===== src/rtl/pmrb_pkg.sv =====
// package of constants and carriers for the phy management register bank
// assumes a single core clock domain and a 5-bit register index port
// What this block does
// - clear-on-read bits return their value, then that read zeroes them; writes ignored
// - latch-low bits hold their latched low until their register is read
// - latch-high bits hold their latched high until their register is read
// - self-clearing bits drop to zero by themselves; writing zero does nothing
// - read-only latch-high bits stay one after cause until read
// - after the read they follow the cause, falling once it is gone
// - bits kept through soft reset do not change on a software reset
// - that protection applies only to the soft-reset bit, not hardware reset
// - controller writes reserved fields as zero; reserved bits read undefined
// - read-write bits accept writes and read back their stored setting
// - readable any-write-clears bits read back; any write clears them
// - primary registers by index 0-10, 15-21, 27, 29-31 over management interface
// - advanced read-only registers only through address port 20, data port 21
// - control register bit 15 starts software reset and clears itself
// - every primary register is 16 bits wide
// - write-one-to-clear bits clear on a written one; zero leaves them
package pmrb_pkg;
	localparam int REG_W = 16;
	localparam int IDX_W = 5;
	localparam logic [4:0] IDX_BASIC_CONTROL = 5'h00;
	localparam logic [4:0] IDX_BASIC_STATUS = 5'h01;
	localparam logic [4:0] IDX_PHY_ID_HIGH = 5'h02;
	localparam logic [4:0] IDX_PHY_ID_LOW = 5'h03;
	localparam logic [4:0] IDX_AN_ADVERT = 5'h04;
	localparam logic [4:0] IDX_AN_PARTNER = 5'h05;
	localparam logic [4:0] IDX_AN_EXPANSION = 5'h06;
	localparam logic [4:0] IDX_AN_NP_TX = 5'h07;
	localparam logic [4:0] IDX_AN_NP_RX = 5'h08;
	localparam logic [4:0] IDX_MS_CONTROL = 5'h09;
	localparam logic [4:0] IDX_MS_STATUS = 5'h0a;
	localparam logic [4:0] IDX_EXT_STATUS = 5'h0f;
	localparam logic [4:0] IDX_LINK_CONTROL = 5'h10;
	localparam logic [4:0] IDX_LS_MODE_CS = 5'h11;
	localparam logic [4:0] IDX_LS_SPECIAL = 5'h12;
	localparam logic [4:0] IDX_EXT_MODE_CS = 5'h13;
	localparam logic [4:0] IDX_ADV_ADDR = 5'h14;
	localparam logic [4:0] IDX_ADV_DATA = 5'h15;
	localparam logic [4:0] IDX_CS_IND = 5'h1b;
	localparam logic [4:0] IDX_EVT_FLAGS = 5'h1d;
	localparam logic [4:0] IDX_EVT_MASK = 5'h1e;
	localparam logic [4:0] IDX_SPECIAL_CS = 5'h1f;
	// control register fields
	localparam int CTL_SOFT_RESET_BIT = 15;
	localparam int CTL_LOOPBACK_BIT = 14;
	localparam int CTL_SPEED0_BIT = 13;
	localparam int CTL_AN_ENABLE_BIT = 12;
	localparam int CTL_POWER_DOWN_BIT = 11;
	localparam int CTL_ISOLATE_BIT = 10;
	localparam int CTL_AN_RESTART_BIT = 9;
	localparam int CTL_DUPLEX_BIT = 8;
	localparam logic [15:0] CTL_RW_MASK = 16'h7f00;
	// status register: fixed ability bits and the live/latched fields
	localparam logic [15:0] STAT_FIXED = 16'h7908;
	localparam int STAT_AN_DONE_BIT = 5;
	localparam int STAT_REMOTE_FAULT_BIT = 4;
	localparam int STAT_LINK_BIT = 2;
	localparam int STAT_JABBER_BIT = 1;
	localparam int STAT_EXT_CAP_BIT = 0;
	// generic read-write register reset values
	localparam logic [15:0] AN_ADVERT_RESET = 16'h01e1;
	localparam logic [15:0] GENERIC_RESET = 16'h0000;
	localparam logic [15:0] EVT_MASK_RESET = 16'h0000;
	localparam logic [15:0] ADV_ADDR_RESET = 16'h0000;
	localparam logic [15:0] RD_ZERO = 16'h0000;
	// kept-through-soft-reset bits of the special modes register
	localparam logic [15:0] SPECIAL_KEEP_MASK = 16'hffff;
	localparam logic [15:0] EXT_MODE_W1C_MASK = 16'h00ff;
	localparam int ADV_AW = 4;
	localparam int ADV_DEPTH = 16;
	// one management access, as the frame engine presents it
	typedef struct packed {
		logic rd;
		logic wr;
		logic [4:0] idx;
		logic [15:0] wdata;
	} pmrb_req_s;
	// live conditions from the phy core
	typedef struct packed {
		logic link_up;
		logic an_done;
		logic remote_fault;
		logic jabber;
		logic an_page_rx;
		logic [15:0] event_src;
	} pmrb_cond_s;
endpackage : pmrb_pkg


===== src/rtl/pmrb_latch_bit.sv =====
// one status latch bit with read-clear behaviour
// assumes the clear strobe is a single-cycle register read pulse
`timescale 1ns/100ps
`default_nettype none
module pmrb_latch_bit #(
	parameter bit LATCH_HIGH = 1'b1
) (
	input wire logic i_core_clk,
	input wire logic i_rst,
	input wire logic i_cause,
	input wire logic i_rd_clr,
	output logic o_value
);
	logic held_reg;
	logic active;
	logic active_prev_reg;
	// active level of the cause, inverted for a latch-low bit
	assign active = (i_cause == LATCH_HIGH);
	// idles inactive so a cause already active at reset release latches as an onset
	always_ff @(posedge i_core_clk) begin
		if (i_rst) begin
			active_prev_reg <= 1'b0;
		end else begin
			active_prev_reg <= active;
		end
	end
	// only the onset latches, so after a read the bit follows a lasting cause
	always_ff @(posedge i_core_clk) begin
		if (i_rst) begin
			held_reg <= 1'b0;
		end else if (active && !active_prev_reg) begin
			// onset in the read cycle still latches: set wins
			held_reg <= 1'b1;
		end else if (i_rd_clr) begin
			held_reg <= 1'b0;
		end
	end
	// after the read the bit follows the live cause
	assign o_value = LATCH_HIGH ? (held_reg | i_cause) : !(held_reg | !i_cause);
endmodule : pmrb_latch_bit
`default_nettype wire


===== src/rtl/pmrb_adv_bank.sv =====
// read-only advanced register bank reached through an address port
// assumes the phy core drives live advanced values as a flat vector
`timescale 1ns/100ps
`default_nettype none
module pmrb_adv_bank #(
	parameter int AW = pmrb_pkg::ADV_AW,
	parameter int DEPTH = pmrb_pkg::ADV_DEPTH
) (
	input wire logic i_core_clk,
	input wire logic i_rst,
	input wire logic [DEPTH*16-1:0] i_adv_values,
	input wire logic [AW-1:0] i_sel,
	output logic [15:0] o_data
);
	// registered so the data port is stable for the next read
	always_ff @(posedge i_core_clk) begin
		if (i_rst) begin
			o_data <= pmrb_pkg::RD_ZERO;
		end else if (32'(i_sel) < DEPTH) begin
			o_data <= i_adv_values[i_sel*16 +: 16];
		end else begin
			o_data <= pmrb_pkg::RD_ZERO;
		end
	end
endmodule : pmrb_adv_bank
`default_nettype wire


===== src/rtl/pmrb_register_bank.sv =====
// phy management register bank: indexed 16-bit registers
// assumes a frame engine on i_core_clk delivers one-cycle rd/wr strobes
`timescale 1ns/100ps
`default_nettype none
module pmrb_register_bank #(
	parameter int ADV_DEPTH = pmrb_pkg::ADV_DEPTH,
	parameter logic [15:0] PHY_ID_HIGH = 16'h1234, // arbitrary value
	parameter logic [15:0] PHY_ID_LOW = 16'h5670 // arbitrary value
) (
	input wire logic i_core_clk,
	input wire logic i_rst,
	input wire pmrb_pkg::pmrb_req_s i_req,
	input wire pmrb_pkg::pmrb_cond_s i_cond,
	input wire logic [ADV_DEPTH*16-1:0] i_adv_values,
	input wire logic [15:0] i_partner_ability,
	input wire logic [15:0] i_partner_page,
	input wire logic [15:0] i_ms_status,
	output logic [15:0] o_rdata,
	output logic o_rvalid,
	output logic o_soft_reset,
	output logic [15:0] o_control,
	output logic o_an_restart
);
	localparam int AAW = $clog2(ADV_DEPTH);
	logic [15:0] ctl_reg;
	logic [15:0] advert_reg;
	logic [15:0] np_tx_reg;
	logic [15:0] ms_ctl_reg;
	logic [15:0] link_ctl_reg;
	logic [15:0] ls_mode_reg;
	logic [15:0] special_modes_reg;
	logic [15:0] ext_mode_reg;
	logic [15:0] adv_addr_reg;
	logic [15:0] cs_ind_reg;
	logic [15:0] evt_flags_reg;
	logic [15:0] evt_mask_reg;
	logic [15:0] special_cs_reg;
	logic page_rx_reg;
	logic sr_pend_reg;
	logic soft_rst;
	logic rd_stat;
	logic rd_exp;
	logic rf_val;
	logic link_val;
	logic jab_val;
	logic [15:0] adv_data;
	logic [15:0] rd_mux;
	logic [15:0] ls_mode_next;
	logic wr_ok;

	function automatic logic wr_to(input pmrb_pkg::pmrb_req_s r,
			input logic [4:0] idx);
		return r.wr && (r.idx == idx);
	endfunction : wr_to

	function automatic logic rd_of(input pmrb_pkg::pmrb_req_s r,
			input logic [4:0] idx);
		return r.rd && (r.idx == idx);
	endfunction : rd_of

	// supported index list; anything else reads zero and ignores writes
	function automatic logic idx_supported(input logic [4:0] idx);
		logic ok;
		ok = 1'b0;
		if (idx <= pmrb_pkg::IDX_MS_STATUS) begin
			ok = 1'b1;
		end else if ((idx >= pmrb_pkg::IDX_EXT_STATUS) &&
				(idx <= pmrb_pkg::IDX_ADV_DATA)) begin
			ok = 1'b1;
		end else if (idx == pmrb_pkg::IDX_CS_IND) begin
			ok = 1'b1;
		end else if (idx >= pmrb_pkg::IDX_EVT_FLAGS) begin
			ok = 1'b1;
		end
		return ok;
	endfunction : idx_supported

	assign rd_stat = rd_of(i_req, pmrb_pkg::IDX_BASIC_STATUS);
	assign rd_exp = rd_of(i_req, pmrb_pkg::IDX_AN_EXPANSION);
	assign wr_ok = i_req.wr && idx_supported(i_req.idx);
	// soft reset runs one cycle after the bit is set
	assign soft_rst = sr_pend_reg;

	// soft reset request: self-clearing after one cycle
	always_ff @(posedge i_core_clk) begin
		if (i_rst) begin
			sr_pend_reg <= 1'b0;
		end else begin
			sr_pend_reg <= wr_to(i_req, pmrb_pkg::IDX_BASIC_CONTROL) &&
				i_req.wdata[pmrb_pkg::CTL_SOFT_RESET_BIT];
		end
	end

	// control register
	always_ff @(posedge i_core_clk) begin
		if (i_rst || soft_rst) begin
			ctl_reg <= pmrb_pkg::GENERIC_RESET;
		end else if (wr_to(i_req, pmrb_pkg::IDX_BASIC_CONTROL)) begin
			// reserved and read-only bits dropped
			ctl_reg <= (i_req.wdata & pmrb_pkg::CTL_RW_MASK) |
				(i_req.wdata & 16'h8000);
		end else begin
			// reset and restart bits fall back by themselves
			ctl_reg[pmrb_pkg::CTL_SOFT_RESET_BIT] <= 1'b0;
			ctl_reg[pmrb_pkg::CTL_AN_RESTART_BIT] <= 1'b0;
		end
	end

	// plain read-write registers, loaded with their reset values by either reset
	always_ff @(posedge i_core_clk) begin
		if (i_rst || soft_rst) begin
			advert_reg <= pmrb_pkg::AN_ADVERT_RESET;
			np_tx_reg <= pmrb_pkg::GENERIC_RESET;
			ms_ctl_reg <= pmrb_pkg::GENERIC_RESET;
			link_ctl_reg <= pmrb_pkg::GENERIC_RESET;
			cs_ind_reg <= pmrb_pkg::GENERIC_RESET;
			evt_mask_reg <= pmrb_pkg::EVT_MASK_RESET;
			special_cs_reg <= pmrb_pkg::GENERIC_RESET;
			adv_addr_reg <= pmrb_pkg::ADV_ADDR_RESET;
		end else if (wr_ok) begin
			if (i_req.idx == pmrb_pkg::IDX_AN_ADVERT) begin
				advert_reg <= i_req.wdata;
			end else if (i_req.idx == pmrb_pkg::IDX_AN_NP_TX) begin
				np_tx_reg <= i_req.wdata;
			end else if (i_req.idx == pmrb_pkg::IDX_MS_CONTROL) begin
				ms_ctl_reg <= i_req.wdata;
			end else if (i_req.idx == pmrb_pkg::IDX_LINK_CONTROL) begin
				link_ctl_reg <= i_req.wdata;
			end else if (i_req.idx == pmrb_pkg::IDX_CS_IND) begin
				cs_ind_reg <= i_req.wdata;
			end else if (i_req.idx == pmrb_pkg::IDX_EVT_MASK) begin
				evt_mask_reg <= i_req.wdata;
			end else if (i_req.idx == pmrb_pkg::IDX_SPECIAL_CS) begin
				special_cs_reg <= i_req.wdata;
			end else if (i_req.idx == pmrb_pkg::IDX_ADV_ADDR) begin
				adv_addr_reg <= i_req.wdata;
			end
		end
	end

	// special modes survive a software reset, only hardware reset clears
	always_ff @(posedge i_core_clk) begin
		if (i_rst) begin
			special_modes_reg <= pmrb_pkg::GENERIC_RESET;
		end else if (wr_to(i_req, pmrb_pkg::IDX_LS_SPECIAL)) begin
			special_modes_reg <= i_req.wdata;
		end else if (soft_rst) begin
			special_modes_reg <= special_modes_reg &
				pmrb_pkg::SPECIAL_KEEP_MASK;
		end
	end

	// mode control/status: any write clears the whole word
	always_comb begin
		ls_mode_next = ls_mode_reg;
		if (wr_to(i_req, pmrb_pkg::IDX_LS_MODE_CS)) begin
			ls_mode_next = pmrb_pkg::RD_ZERO;
		end
		if (i_cond.an_done) begin
			ls_mode_next[0] = 1'b1;
		end
	end

	always_ff @(posedge i_core_clk) begin
		if (i_rst || soft_rst) begin
			ls_mode_reg <= pmrb_pkg::GENERIC_RESET;
		end else begin
			ls_mode_reg <= ls_mode_next;
		end
	end

	// extended mode: low byte set by events, cleared by writing ones
	always_ff @(posedge i_core_clk) begin
		if (i_rst || soft_rst) begin
			ext_mode_reg <= pmrb_pkg::GENERIC_RESET;
		end else begin
			for (int b = 0; b < 16; b++) begin
				if (pmrb_pkg::EXT_MODE_W1C_MASK[b]) begin
					if (i_cond.event_src[b]) begin
						ext_mode_reg[b] <= 1'b1;
					end else if (wr_to(i_req, pmrb_pkg::IDX_EXT_MODE_CS)
							&& i_req.wdata[b]) begin
						ext_mode_reg[b] <= 1'b0;
					end
				end else if (wr_to(i_req, pmrb_pkg::IDX_EXT_MODE_CS)) begin
					ext_mode_reg[b] <= i_req.wdata[b];
				end
			end
		end
	end

	// event flags: clear on read, set wins, writes ignored
	always_ff @(posedge i_core_clk) begin
		if (i_rst || soft_rst) begin
			evt_flags_reg <= pmrb_pkg::GENERIC_RESET;
		end else if (rd_of(i_req, pmrb_pkg::IDX_EVT_FLAGS)) begin
			evt_flags_reg <= i_cond.event_src;
		end else begin
			evt_flags_reg <= evt_flags_reg | i_cond.event_src;
		end
	end

	// page received flag in expansion register is clear on read
	always_ff @(posedge i_core_clk) begin
		if (i_rst || soft_rst) begin
			page_rx_reg <= 1'b0;
		end else if (i_cond.an_page_rx) begin
			page_rx_reg <= 1'b1;
		end else if (rd_exp) begin
			page_rx_reg <= 1'b0;
		end
	end

	pmrb_latch_bit #(
		.LATCH_HIGH(1'b1)
	) u_remote_fault (
		.i_core_clk(i_core_clk),
		.i_rst(i_rst || soft_rst),
		.i_cause(i_cond.remote_fault),
		.i_rd_clr(rd_stat),
		.o_value(rf_val)
	);

	pmrb_latch_bit #(
		.LATCH_HIGH(1'b1)
	) u_jabber (
		.i_core_clk(i_core_clk),
		.i_rst(i_rst || soft_rst),
		.i_cause(i_cond.jabber),
		.i_rd_clr(rd_stat),
		.o_value(jab_val)
	);

	// link down events must not be missed between polls
	pmrb_latch_bit #(
		.LATCH_HIGH(1'b0)
	) u_link (
		.i_core_clk(i_core_clk),
		.i_rst(i_rst || soft_rst),
		.i_cause(i_cond.link_up),
		.i_rd_clr(rd_stat),
		.o_value(link_val)
	);

	pmrb_adv_bank #(
		.AW(AAW),
		.DEPTH(ADV_DEPTH)
	) u_adv (
		.i_core_clk(i_core_clk),
		.i_rst(i_rst),
		.i_adv_values(i_adv_values),
		.i_sel(adv_addr_reg[AAW-1:0]),
		.o_data(adv_data)
	);

	// read decode; unsupported indexes read zero
	always_comb begin
		rd_mux = pmrb_pkg::RD_ZERO;
		if (i_req.idx == pmrb_pkg::IDX_BASIC_CONTROL) begin
			rd_mux = ctl_reg;
		end else if (i_req.idx == pmrb_pkg::IDX_BASIC_STATUS) begin
			rd_mux = pmrb_pkg::STAT_FIXED;
			rd_mux[pmrb_pkg::STAT_AN_DONE_BIT] = i_cond.an_done;
			rd_mux[pmrb_pkg::STAT_REMOTE_FAULT_BIT] = rf_val;
			rd_mux[pmrb_pkg::STAT_LINK_BIT] = link_val;
			rd_mux[pmrb_pkg::STAT_JABBER_BIT] = jab_val;
			rd_mux[pmrb_pkg::STAT_EXT_CAP_BIT] = 1'b1;
		end else if (i_req.idx == pmrb_pkg::IDX_PHY_ID_HIGH) begin
			rd_mux = PHY_ID_HIGH;
		end else if (i_req.idx == pmrb_pkg::IDX_PHY_ID_LOW) begin
			rd_mux = PHY_ID_LOW;
		end else if (i_req.idx == pmrb_pkg::IDX_AN_ADVERT) begin
			rd_mux = advert_reg;
		end else if (i_req.idx == pmrb_pkg::IDX_AN_PARTNER) begin
			rd_mux = i_partner_ability;
		end else if (i_req.idx == pmrb_pkg::IDX_AN_EXPANSION) begin
			rd_mux = {14'h0000, page_rx_reg, 1'b1};
		end else if (i_req.idx == pmrb_pkg::IDX_AN_NP_TX) begin
			rd_mux = np_tx_reg;
		end else if (i_req.idx == pmrb_pkg::IDX_AN_NP_RX) begin
			rd_mux = i_partner_page;
		end else if (i_req.idx == pmrb_pkg::IDX_MS_CONTROL) begin
			rd_mux = ms_ctl_reg;
		end else if (i_req.idx == pmrb_pkg::IDX_MS_STATUS) begin
			rd_mux = i_ms_status;
		end else if (i_req.idx == pmrb_pkg::IDX_EXT_STATUS) begin
			rd_mux = 16'h3000;
		end else if (i_req.idx == pmrb_pkg::IDX_LINK_CONTROL) begin
			rd_mux = link_ctl_reg;
		end else if (i_req.idx == pmrb_pkg::IDX_LS_MODE_CS) begin
			rd_mux = ls_mode_reg;
		end else if (i_req.idx == pmrb_pkg::IDX_LS_SPECIAL) begin
			rd_mux = special_modes_reg;
		end else if (i_req.idx == pmrb_pkg::IDX_EXT_MODE_CS) begin
			rd_mux = ext_mode_reg;
		end else if (i_req.idx == pmrb_pkg::IDX_ADV_ADDR) begin
			rd_mux = adv_addr_reg;
		end else if (i_req.idx == pmrb_pkg::IDX_ADV_DATA) begin
			rd_mux = adv_data;
		end else if (i_req.idx == pmrb_pkg::IDX_CS_IND) begin
			rd_mux = cs_ind_reg;
		end else if (i_req.idx == pmrb_pkg::IDX_EVT_FLAGS) begin
			rd_mux = evt_flags_reg;
		end else if (i_req.idx == pmrb_pkg::IDX_EVT_MASK) begin
			rd_mux = evt_mask_reg;
		end else if (i_req.idx == pmrb_pkg::IDX_SPECIAL_CS) begin
			rd_mux = special_cs_reg;
		end
	end

	// read answer registered one cycle after the strobe
	always_ff @(posedge i_core_clk) begin
		if (i_rst) begin
			o_rdata <= pmrb_pkg::RD_ZERO;
			o_rvalid <= 1'b0;
		end else begin
			o_rvalid <= i_req.rd;
			if (i_req.rd) begin
				o_rdata <= rd_mux;
			end
		end
	end

	// core-facing controls
	always_ff @(posedge i_core_clk) begin
		if (i_rst) begin
			o_soft_reset <= 1'b0;
			o_control <= pmrb_pkg::GENERIC_RESET;
			o_an_restart <= 1'b0;
		end else begin
			o_soft_reset <= soft_rst;
			o_control <= ctl_reg;
			o_an_restart <= ctl_reg[pmrb_pkg::CTL_AN_RESTART_BIT];
		end
	end
endmodule : pmrb_register_bank
`default_nettype wire


===== config.mk =====
export PLATFORM = sky130hd
export DESIGN_NAME = pmrb_register_bank
export DESIGN_NICKNAME = d
export VERILOG_FILES = /design/src/rtl/pmrb_pkg.sv /design/src/rtl/pmrb_latch_bit.sv /design/src/rtl/pmrb_adv_bank.sv /design/src/rtl/pmrb_register_bank.sv
export SDC_FILE = /design/constraint.sdc
export NUM_CORES = 1
export LEC_CHECK = 0
export BUFFER_PORTS_ARGS = -buffer_cell sky130_fd_sc_hd__buf_2
export CAP_MARGIN = 10
export CORE_ASPECT_RATIO = 1.75
export CORE_MARGIN = 5
export CORE_UTILIZATION = 53
export CTS_CLUSTER_SIZE = 30
export DETAILED_ROUTE_END_ITERATION = 12
export GPL_TIMING_DRIVEN = 0
export PLACE_DENSITY = 0.79
export SYNTH_ARGS = -nofsm -noshare
export SYNTH_HDL_FRONTEND = slang
export SYNTH_SLANG_ARGS = --single-unit
export TNS_END_PERCENT = 50

===== constraint.sdc =====
create_clock -name i_core_clk -period 2.41 [get_ports i_core_clk]
set_input_delay 0.241 -clock i_core_clk [delete_from_list [all_inputs] [get_ports i_core_clk]]
set_output_delay 0.241 -clock i_core_clk [all_outputs]
set_load 0.01 [all_outputs]

# Word level (Yosys, flattened, before mapping)
# Cells that the tools add are included.
[totals]
out_inout_bits = 35
regBits = 252
input_bits = 350
wordCells = 177
[op_classes]
mux = 51
n_lt_le_gt_ge = 4
n_shift = 1
n_eq_ne = 21
bitwise = 14
reduce_logical = 50
[ops]
columns = ["operator", "count"]
rows = [
  ["16-bit 2-to-1 mux", 23],
  ["256-bit by 9-bit indexed part select with 16-bit output", 1],
  ["5-bit == test, second input constant", 10],
  ["1-bit 2-to-1 mux", 28],
  ["2-bit nonzero test", 13],
  ["1-bit logical AND", 21],
  ["5-bit by 3-bit == test with 1-bit output, second input constant", 4],
  ["5-bit by 4-bit == test with 1-bit output, second input constant", 4],
  ["15-bit by 16-bit bitwise OR with 16-bit output", 1],
  ["16-bit bitwise OR", 1],
  ["5-bit by 2-bit == test with 1-bit output, second input constant", 2],
  ["1-bit NOT", 9],
  ["9-bit AND reduction", 1],
  ["8-bit AND reduction", 1],
  ["7-bit AND reduction", 1],
  ["6-bit AND reduction", 1],
  ["5-bit by 1-bit == test with 1-bit output, second input constant", 1],
  ["5-bit by 4-bit greater-or-equal comparator with 1-bit output, second input constant", 1],
  ["5-bit greater-or-equal comparator, second input constant", 1],
  ["5-bit by 4-bit less-or-equal comparator with 1-bit output, second input constant", 1],
  ["5-bit less-or-equal comparator, second input constant", 1],
  ["1-bit zero test", 5],
  ["5-bit zero test", 1],
  ["5-bit AND reduction", 1],
  ["other kinds (6)", 8],
]

# Logic depth before layout (Yosys ltp)
[logic_depth]
word_depth = 23
depth_mapped = 11
depth_no_buf = 6

# Hierarchy
# A second synthesis with hierarchy kept.
[unflattened]
hier_cells = 1744
hier_area_um2 = 13450.4
[modules_own_cells]
columns = ["module", "area_per_inst_um2", "instances", "cells_per_inst"]
rows = [
  ["pmrb_register_bank", 10602.7, 1, 1447],
  ["pmrb_adv_bank", 2612.5, 1, 276],
  ["pmrb_latch_bit at u_jabber ...", 81.3, 2, 7],
  ["pmrb_latch_bit at u_link", 72.6, 1, 7],
]

# Least setup slack after synthesis
# No wires, ideal clock.
[synth_path]
path_type = "flip-flop to flip-flop"
start = "reg adv_addr_reg[0]"
end = "reg u_adv.o_data[14]"
setup_time_ns = 0.128
required_time_ns = 2.282
path_buffers = 2
arrival_time_ns = 1.979
period_less_slack_ns = 2.107
slack_ns = 0.303
stages_incl_launch_ff = 6
path_cell_list = "dfxtp_1 > buf_2 > buf_2 > mux4_2 > mux4_2 > nor2b_1"
[synth_between]
elab_chain_len = 1
[synth_lines]
columns = ["item", "line", "rtl"]
rows = [
  ["start, declared", "pmrb_register_bank.sv:33", "logic [15:0] adv_addr_reg;"],
  ["start signal, assigned", "pmrb_register_bank.sv:119", "adv_addr_reg <= pmrb_pkg::ADV_ADDR_RESET;"],
  ["start signal, assigned", "pmrb_register_bank.sv:136", "adv_addr_reg <= i_req.wdata;"],
  ["256-bit by 9-bit indexed part select with 16-bit output", "pmrb_adv_bank.sv:20", "o_data <= i_adv_values[i_sel*16 +: 16];"],
  ["end signal, assigned", "pmrb_adv_bank.sv:18", "o_data <= pmrb_pkg::RD_ZERO;"],
  ["end signal, assigned", "pmrb_adv_bank.sv:20", ""],
  ["end signal, assigned", "pmrb_adv_bank.sv:22", "o_data <= pmrb_pkg::RD_ZERO;"],
  ["end, declared", "pmrb_adv_bank.sv:13", "output logic [15:0] o_data"],
]
# No other way between the ends.
# A chain may end at the register's enable or synchronous reset.

# Worst setup path in the final report
[layout_path]
start = "in i_req[17] (netlist name)"
end = "reg o_rdata[2]"
[layout_between]
elab_chain_len = 23
word_cells_on_any_way = 44
cone_classes = "eq/ne: 21; mux: 22; reduce/logical: 1"
[layout_lines]
columns = ["item", "line", "rtl"]
rows = [
  ["start, declared", "pmrb_register_bank.sv:12", "input wire pmrb_pkg::pmrb_req_s i_req,"],
  ["5-bit == test", "pmrb_register_bank.sv:306", "end else if (i_req.idx == pmrb_pkg::IDX_SPECIAL_CS) begin"],
  ["16-bit 2-to-1 mux", "pmrb_register_bank.sv:306", ""],
  ["16-bit 2-to-1 mux", "pmrb_register_bank.sv:304", "end else if (i_req.idx == pmrb_pkg::IDX_EVT_MASK) begin"],
  ["16-bit 2-to-1 mux", "pmrb_register_bank.sv:302", "end else if (i_req.idx == pmrb_pkg::IDX_EVT_FLAGS) begin"],
  ["16-bit 2-to-1 mux", "pmrb_register_bank.sv:300", "end else if (i_req.idx == pmrb_pkg::IDX_CS_IND) begin"],
  ["16-bit 2-to-1 mux", "pmrb_register_bank.sv:298", "end else if (i_req.idx == pmrb_pkg::IDX_ADV_DATA) begin"],
  ["16-bit 2-to-1 mux", "pmrb_register_bank.sv:296", "end else if (i_req.idx == pmrb_pkg::IDX_ADV_ADDR) begin"],
  ["16-bit 2-to-1 mux", "pmrb_register_bank.sv:294", "end else if (i_req.idx == pmrb_pkg::IDX_EXT_MODE_CS) begin"],
  ["[... 7 more ...]", "-", ""],
  ["16-bit 2-to-1 mux", "pmrb_register_bank.sv:278", "end else if (i_req.idx == pmrb_pkg::IDX_AN_NP_TX) begin"],
  ["16-bit 2-to-1 mux", "pmrb_register_bank.sv:276", "end else if (i_req.idx == pmrb_pkg::IDX_AN_EXPANSION) begin"],
  ["16-bit 2-to-1 mux", "pmrb_register_bank.sv:274", "end else if (i_req.idx == pmrb_pkg::IDX_AN_PARTNER) begin"],
  ["16-bit 2-to-1 mux", "pmrb_register_bank.sv:272", "end else if (i_req.idx == pmrb_pkg::IDX_AN_ADVERT) begin"],
  ["16-bit 2-to-1 mux", "pmrb_register_bank.sv:270", "end else if (i_req.idx == pmrb_pkg::IDX_PHY_ID_LOW) begin"],
  ["16-bit 2-to-1 mux", "pmrb_register_bank.sv:268", "end else if (i_req.idx == pmrb_pkg::IDX_PHY_ID_HIGH) begin"],
  ["16-bit 2-to-1 mux", "pmrb_register_bank.sv:261", "end else if (i_req.idx == pmrb_pkg::IDX_BASIC_STATUS) begin"],
  ["16-bit 2-to-1 mux *", "pmrb_register_bank.sv:259", "if (i_req.idx == pmrb_pkg::IDX_BASIC_CONTROL) begin"],
  ["end signal, assigned", "pmrb_register_bank.sv:314", "o_rdata <= pmrb_pkg::RD_ZERO;"],
  ["end signal, assigned", "pmrb_register_bank.sv:319", "o_rdata <= rd_mux;"],
  ["end, declared", "pmrb_register_bank.sv:18", "output logic [15:0] o_rdata,"],
]
# Every way passes the cells marked *; elsewhere a longest branch is shown, timed or not.

==> summary.md <==
| Metric | Value |
|---|---|
| Worst Reg-to-Reg Cells | 5 |
| Synth cell count leaders | nand2_1, dfxtp_1, a21oi_1 |
| Mapped Cells | 1566 |
| Multi-input logic area | 7560 sq um |
| Buffers on Ports | 366 |
| Number of global-route vias before repair | 15900 |
| CTS max path bufs | 3 |
| DRT Pass-1 Iters | 11 |
| IO Pins | 385 |
| Seq cells post-synth | 235 |
| Worst R2R Setup Slack | 20 ps |
| Area share of the largest cell type after synthesis | 36.4% |
| Die Wd | 128 um |
| CP Capture Type | register |
| Peak supply drop | 0.000615 V |
| Die extent in y | 217 um |
| Final Hold Fails | 0 |
| Rows | 75 |
| Slew headroom | 12.1% |
| Vias | 15900 |
| Final worst slack | -191 ps |
| RSZ-0062 raised after global routing | false |
| Global-route wire length before repair | 102 mm |
| Worst EP required | 2840 ps |
| Syn Area/Cell | 8.25 sq um |
| Inst Count DP | 2247 |
| Pin count of the biggest net entering global routing | 16 |
| Min Tclk post-route | 2600 ps |
| Leak | 6.28 nW |
| Power per Cell Area | 579 nW/um^2 |
| Fillers | 2038 |
| Worst hold slack | 11.4 ps |
| Setup WS pre-CTS | -633 ps |
| Final Cell Area | 16400 sq um |
| Fin crit share | 108% |
| Register Area | 4700 sq um |
| F_max | 384 MHz |
| CTS buffer count | 22 |
| Finished Layout Cells | 2328 |
| Ys Warns | 0 |
| Worst-path clk slew | 80 ps |
| DRT Wirelength | 73.2 mm |
| CTS tree | done |
| Wire per inst | 31.5 um |
| Total GRT Usage | 51.0% |
| Violated checks | setup timing |
| Setup total negative slack | -673 ps |
| Yosys top cell by area | dfxtp_1 |
| Post-synth EDFFs | 0 |
| CTS Sinks | 235 |
| WS Path Type | primary input to register |
| Die ar. | 27700 sq um |
| Final Setup Violations | 14 |
| Detail Placement HPWL | 56.6 mm |
| Ys async rst share | 0% |
| Critical Path Fanout Max | 10 |
| Count leader, synth | nand2_1 |
| Ratio of cells with drive above 1 in the final layout | 29.2% |
| Max Slew Vio Count | 0 |
| Residual DRC | 0 |
| Status | complete, but fails checks |
| Synth-to-layout area growth | 26.8% |
| GPL Wtd Cong | 1.14 |
| H-tree levels | 1 |
| Power Total | 9.48 mW |
| Initial antenna violation count | 17 |
| 1st-iter DRT viols | 2576 |
| Final ANT Viol Nets | 0 |
| Core Util, Final | 68.2% |
| Yosys cell types | 83 |
| Worst min-delay path class | primary input to register |
| DP Area | 15200 sq um |
| Root buffer selected by CTS | clkbuf_16 |
| Fin nets | 2343 |
| Worst Setup Start Kind | primary input |
| Avg Vias per Cell | 6.83 |
| Clk_lat worst skew | 550 ps |
| Ys flop type | dfxtp_1 |
| Grt ovf | 0 |
| Max Cap Violations | 0 |
| Pin slew with the least headroom to its limit | 1310 ps |
| Data arrival, critical path | 3030 ps |
| Clock skew | 27.2 ps |
| WHS Path Cells | 3 |
| Sequential share of the synthesized area | 36.4% |
| Core area | 24000 sq um |
| Synth area leaders | dfxtp_1, mux4_2, nand2_1, a21oi_1, o21ai_0 |
| Synth Cell Area | 12900 sq um |
| Initial Utilization | 53.8% |
[worst max-delay path, cell delays in order]
cell and delay (ps):
buf_2 110, buf_6 160, buf_8 160, buf_2 290, buf_2 430, nor2b_1 580, nand2_1 420, o221ai_1 310
a21oi_1 110, o21a_1 190
[path summary, 6_finish.rpt]
check                   startpoint               end
setup / recovery         i_req[17]        o_rdata[2]
setup reg to reg          soft_rst   adv_addr_reg[0]
hold / removal           i_cond[7]  evt_flags_reg[7]
hold reg to reg   adv_addr_reg[11]  adv_addr_reg[11]
[area by class of cell]
class | instances | area share (%)
Buffer | 150 | 4.57
Timing Repair Buffer | 396 | 13.0
Antenna cell | 11 | 0.168
Tap cell | 308 | 2.35
Sequential cell | 235 | 28.7
Inverter | 11 | 0.252
Multi-Input combinational cell | 1177 | 46.1
Clock buffer | 31 | 4.06
Clock inverter | 9 | 0.779
[cell families after synthesis]
logic type	Yosys count	synth area share (%)
and+or+nand+nor	643	22.4
AOI/OAI and AO/OA	434	20.5
DFF	235	36.4
buffers and inverters	161	5.73
muxes	92	14.9
other	1	0.0290
[cells in the final DEF, fill, tap and decap left out, types with 7 or more instances in the layout]
cell           synthesis  layout
a211oi_1               9       9
a21o_1                 7       7
a21oi_1              205     205
a221oi_1               7       7
a22o_1                 8       8
a22oi_1               22      22
a31oi_1               11      11
a32oi_1                7       7
and2_1                 9       9
buf_2                 30     391
buf_4                 17      23
clkbuf_1              92      83
clkbuf_16              0      23
clkbuf_2               1      11
conb_1                 1       8
dfxtp_1              235     235
diode_2                0      11
dlygate4sd3_1          0      27
inv_1                  9       9
mux2_2                 8       8
mux4_2                80      80
nand2_1              378     377
nand2b_1              12      12
nand3_1               45      42
nand4_1                7       7
nor2_1                82      81
nor2b_1               38      38
nor3_1                21      17
o21a_1                 7       7
o21ai_0               70      69
o221ai_1              12      12
o22ai_1               17      17
or3_1                  8       8
[per-layer routing]
layer | track usage, % | share of wire [%] | up-vias
met5 | 0 | 0 | -
met4 | 51.6 | 13 | 0
met3 | 17.5 | 14 | 560
met2 | 79.2 | 44 | 1681
met1 | 51.1 | 29 | 7179
li1 | - | - | 6475
[repair_timing]
action / in CTS / in global routing
cloned: 0 / 0
gates resized for setup: 16 / 27
pin swaps: 0 / 1
endpoints found under the hold margin: 34 / 0
hold buffers: 27 / 0
endpoints found under the setup margin: 21 / 48
setup buffers: 0 / 3
[where the power goes]
group | internal (mW) | total [mW] | switching [mW]
clock network | 2.25 | 3.94 | 1.69
logic | 0.573 | 1.51 | 0.936
registers | 3.97 | 4.03 | 0.0575
Note: power is estimated with default switching activity, not from simulation.
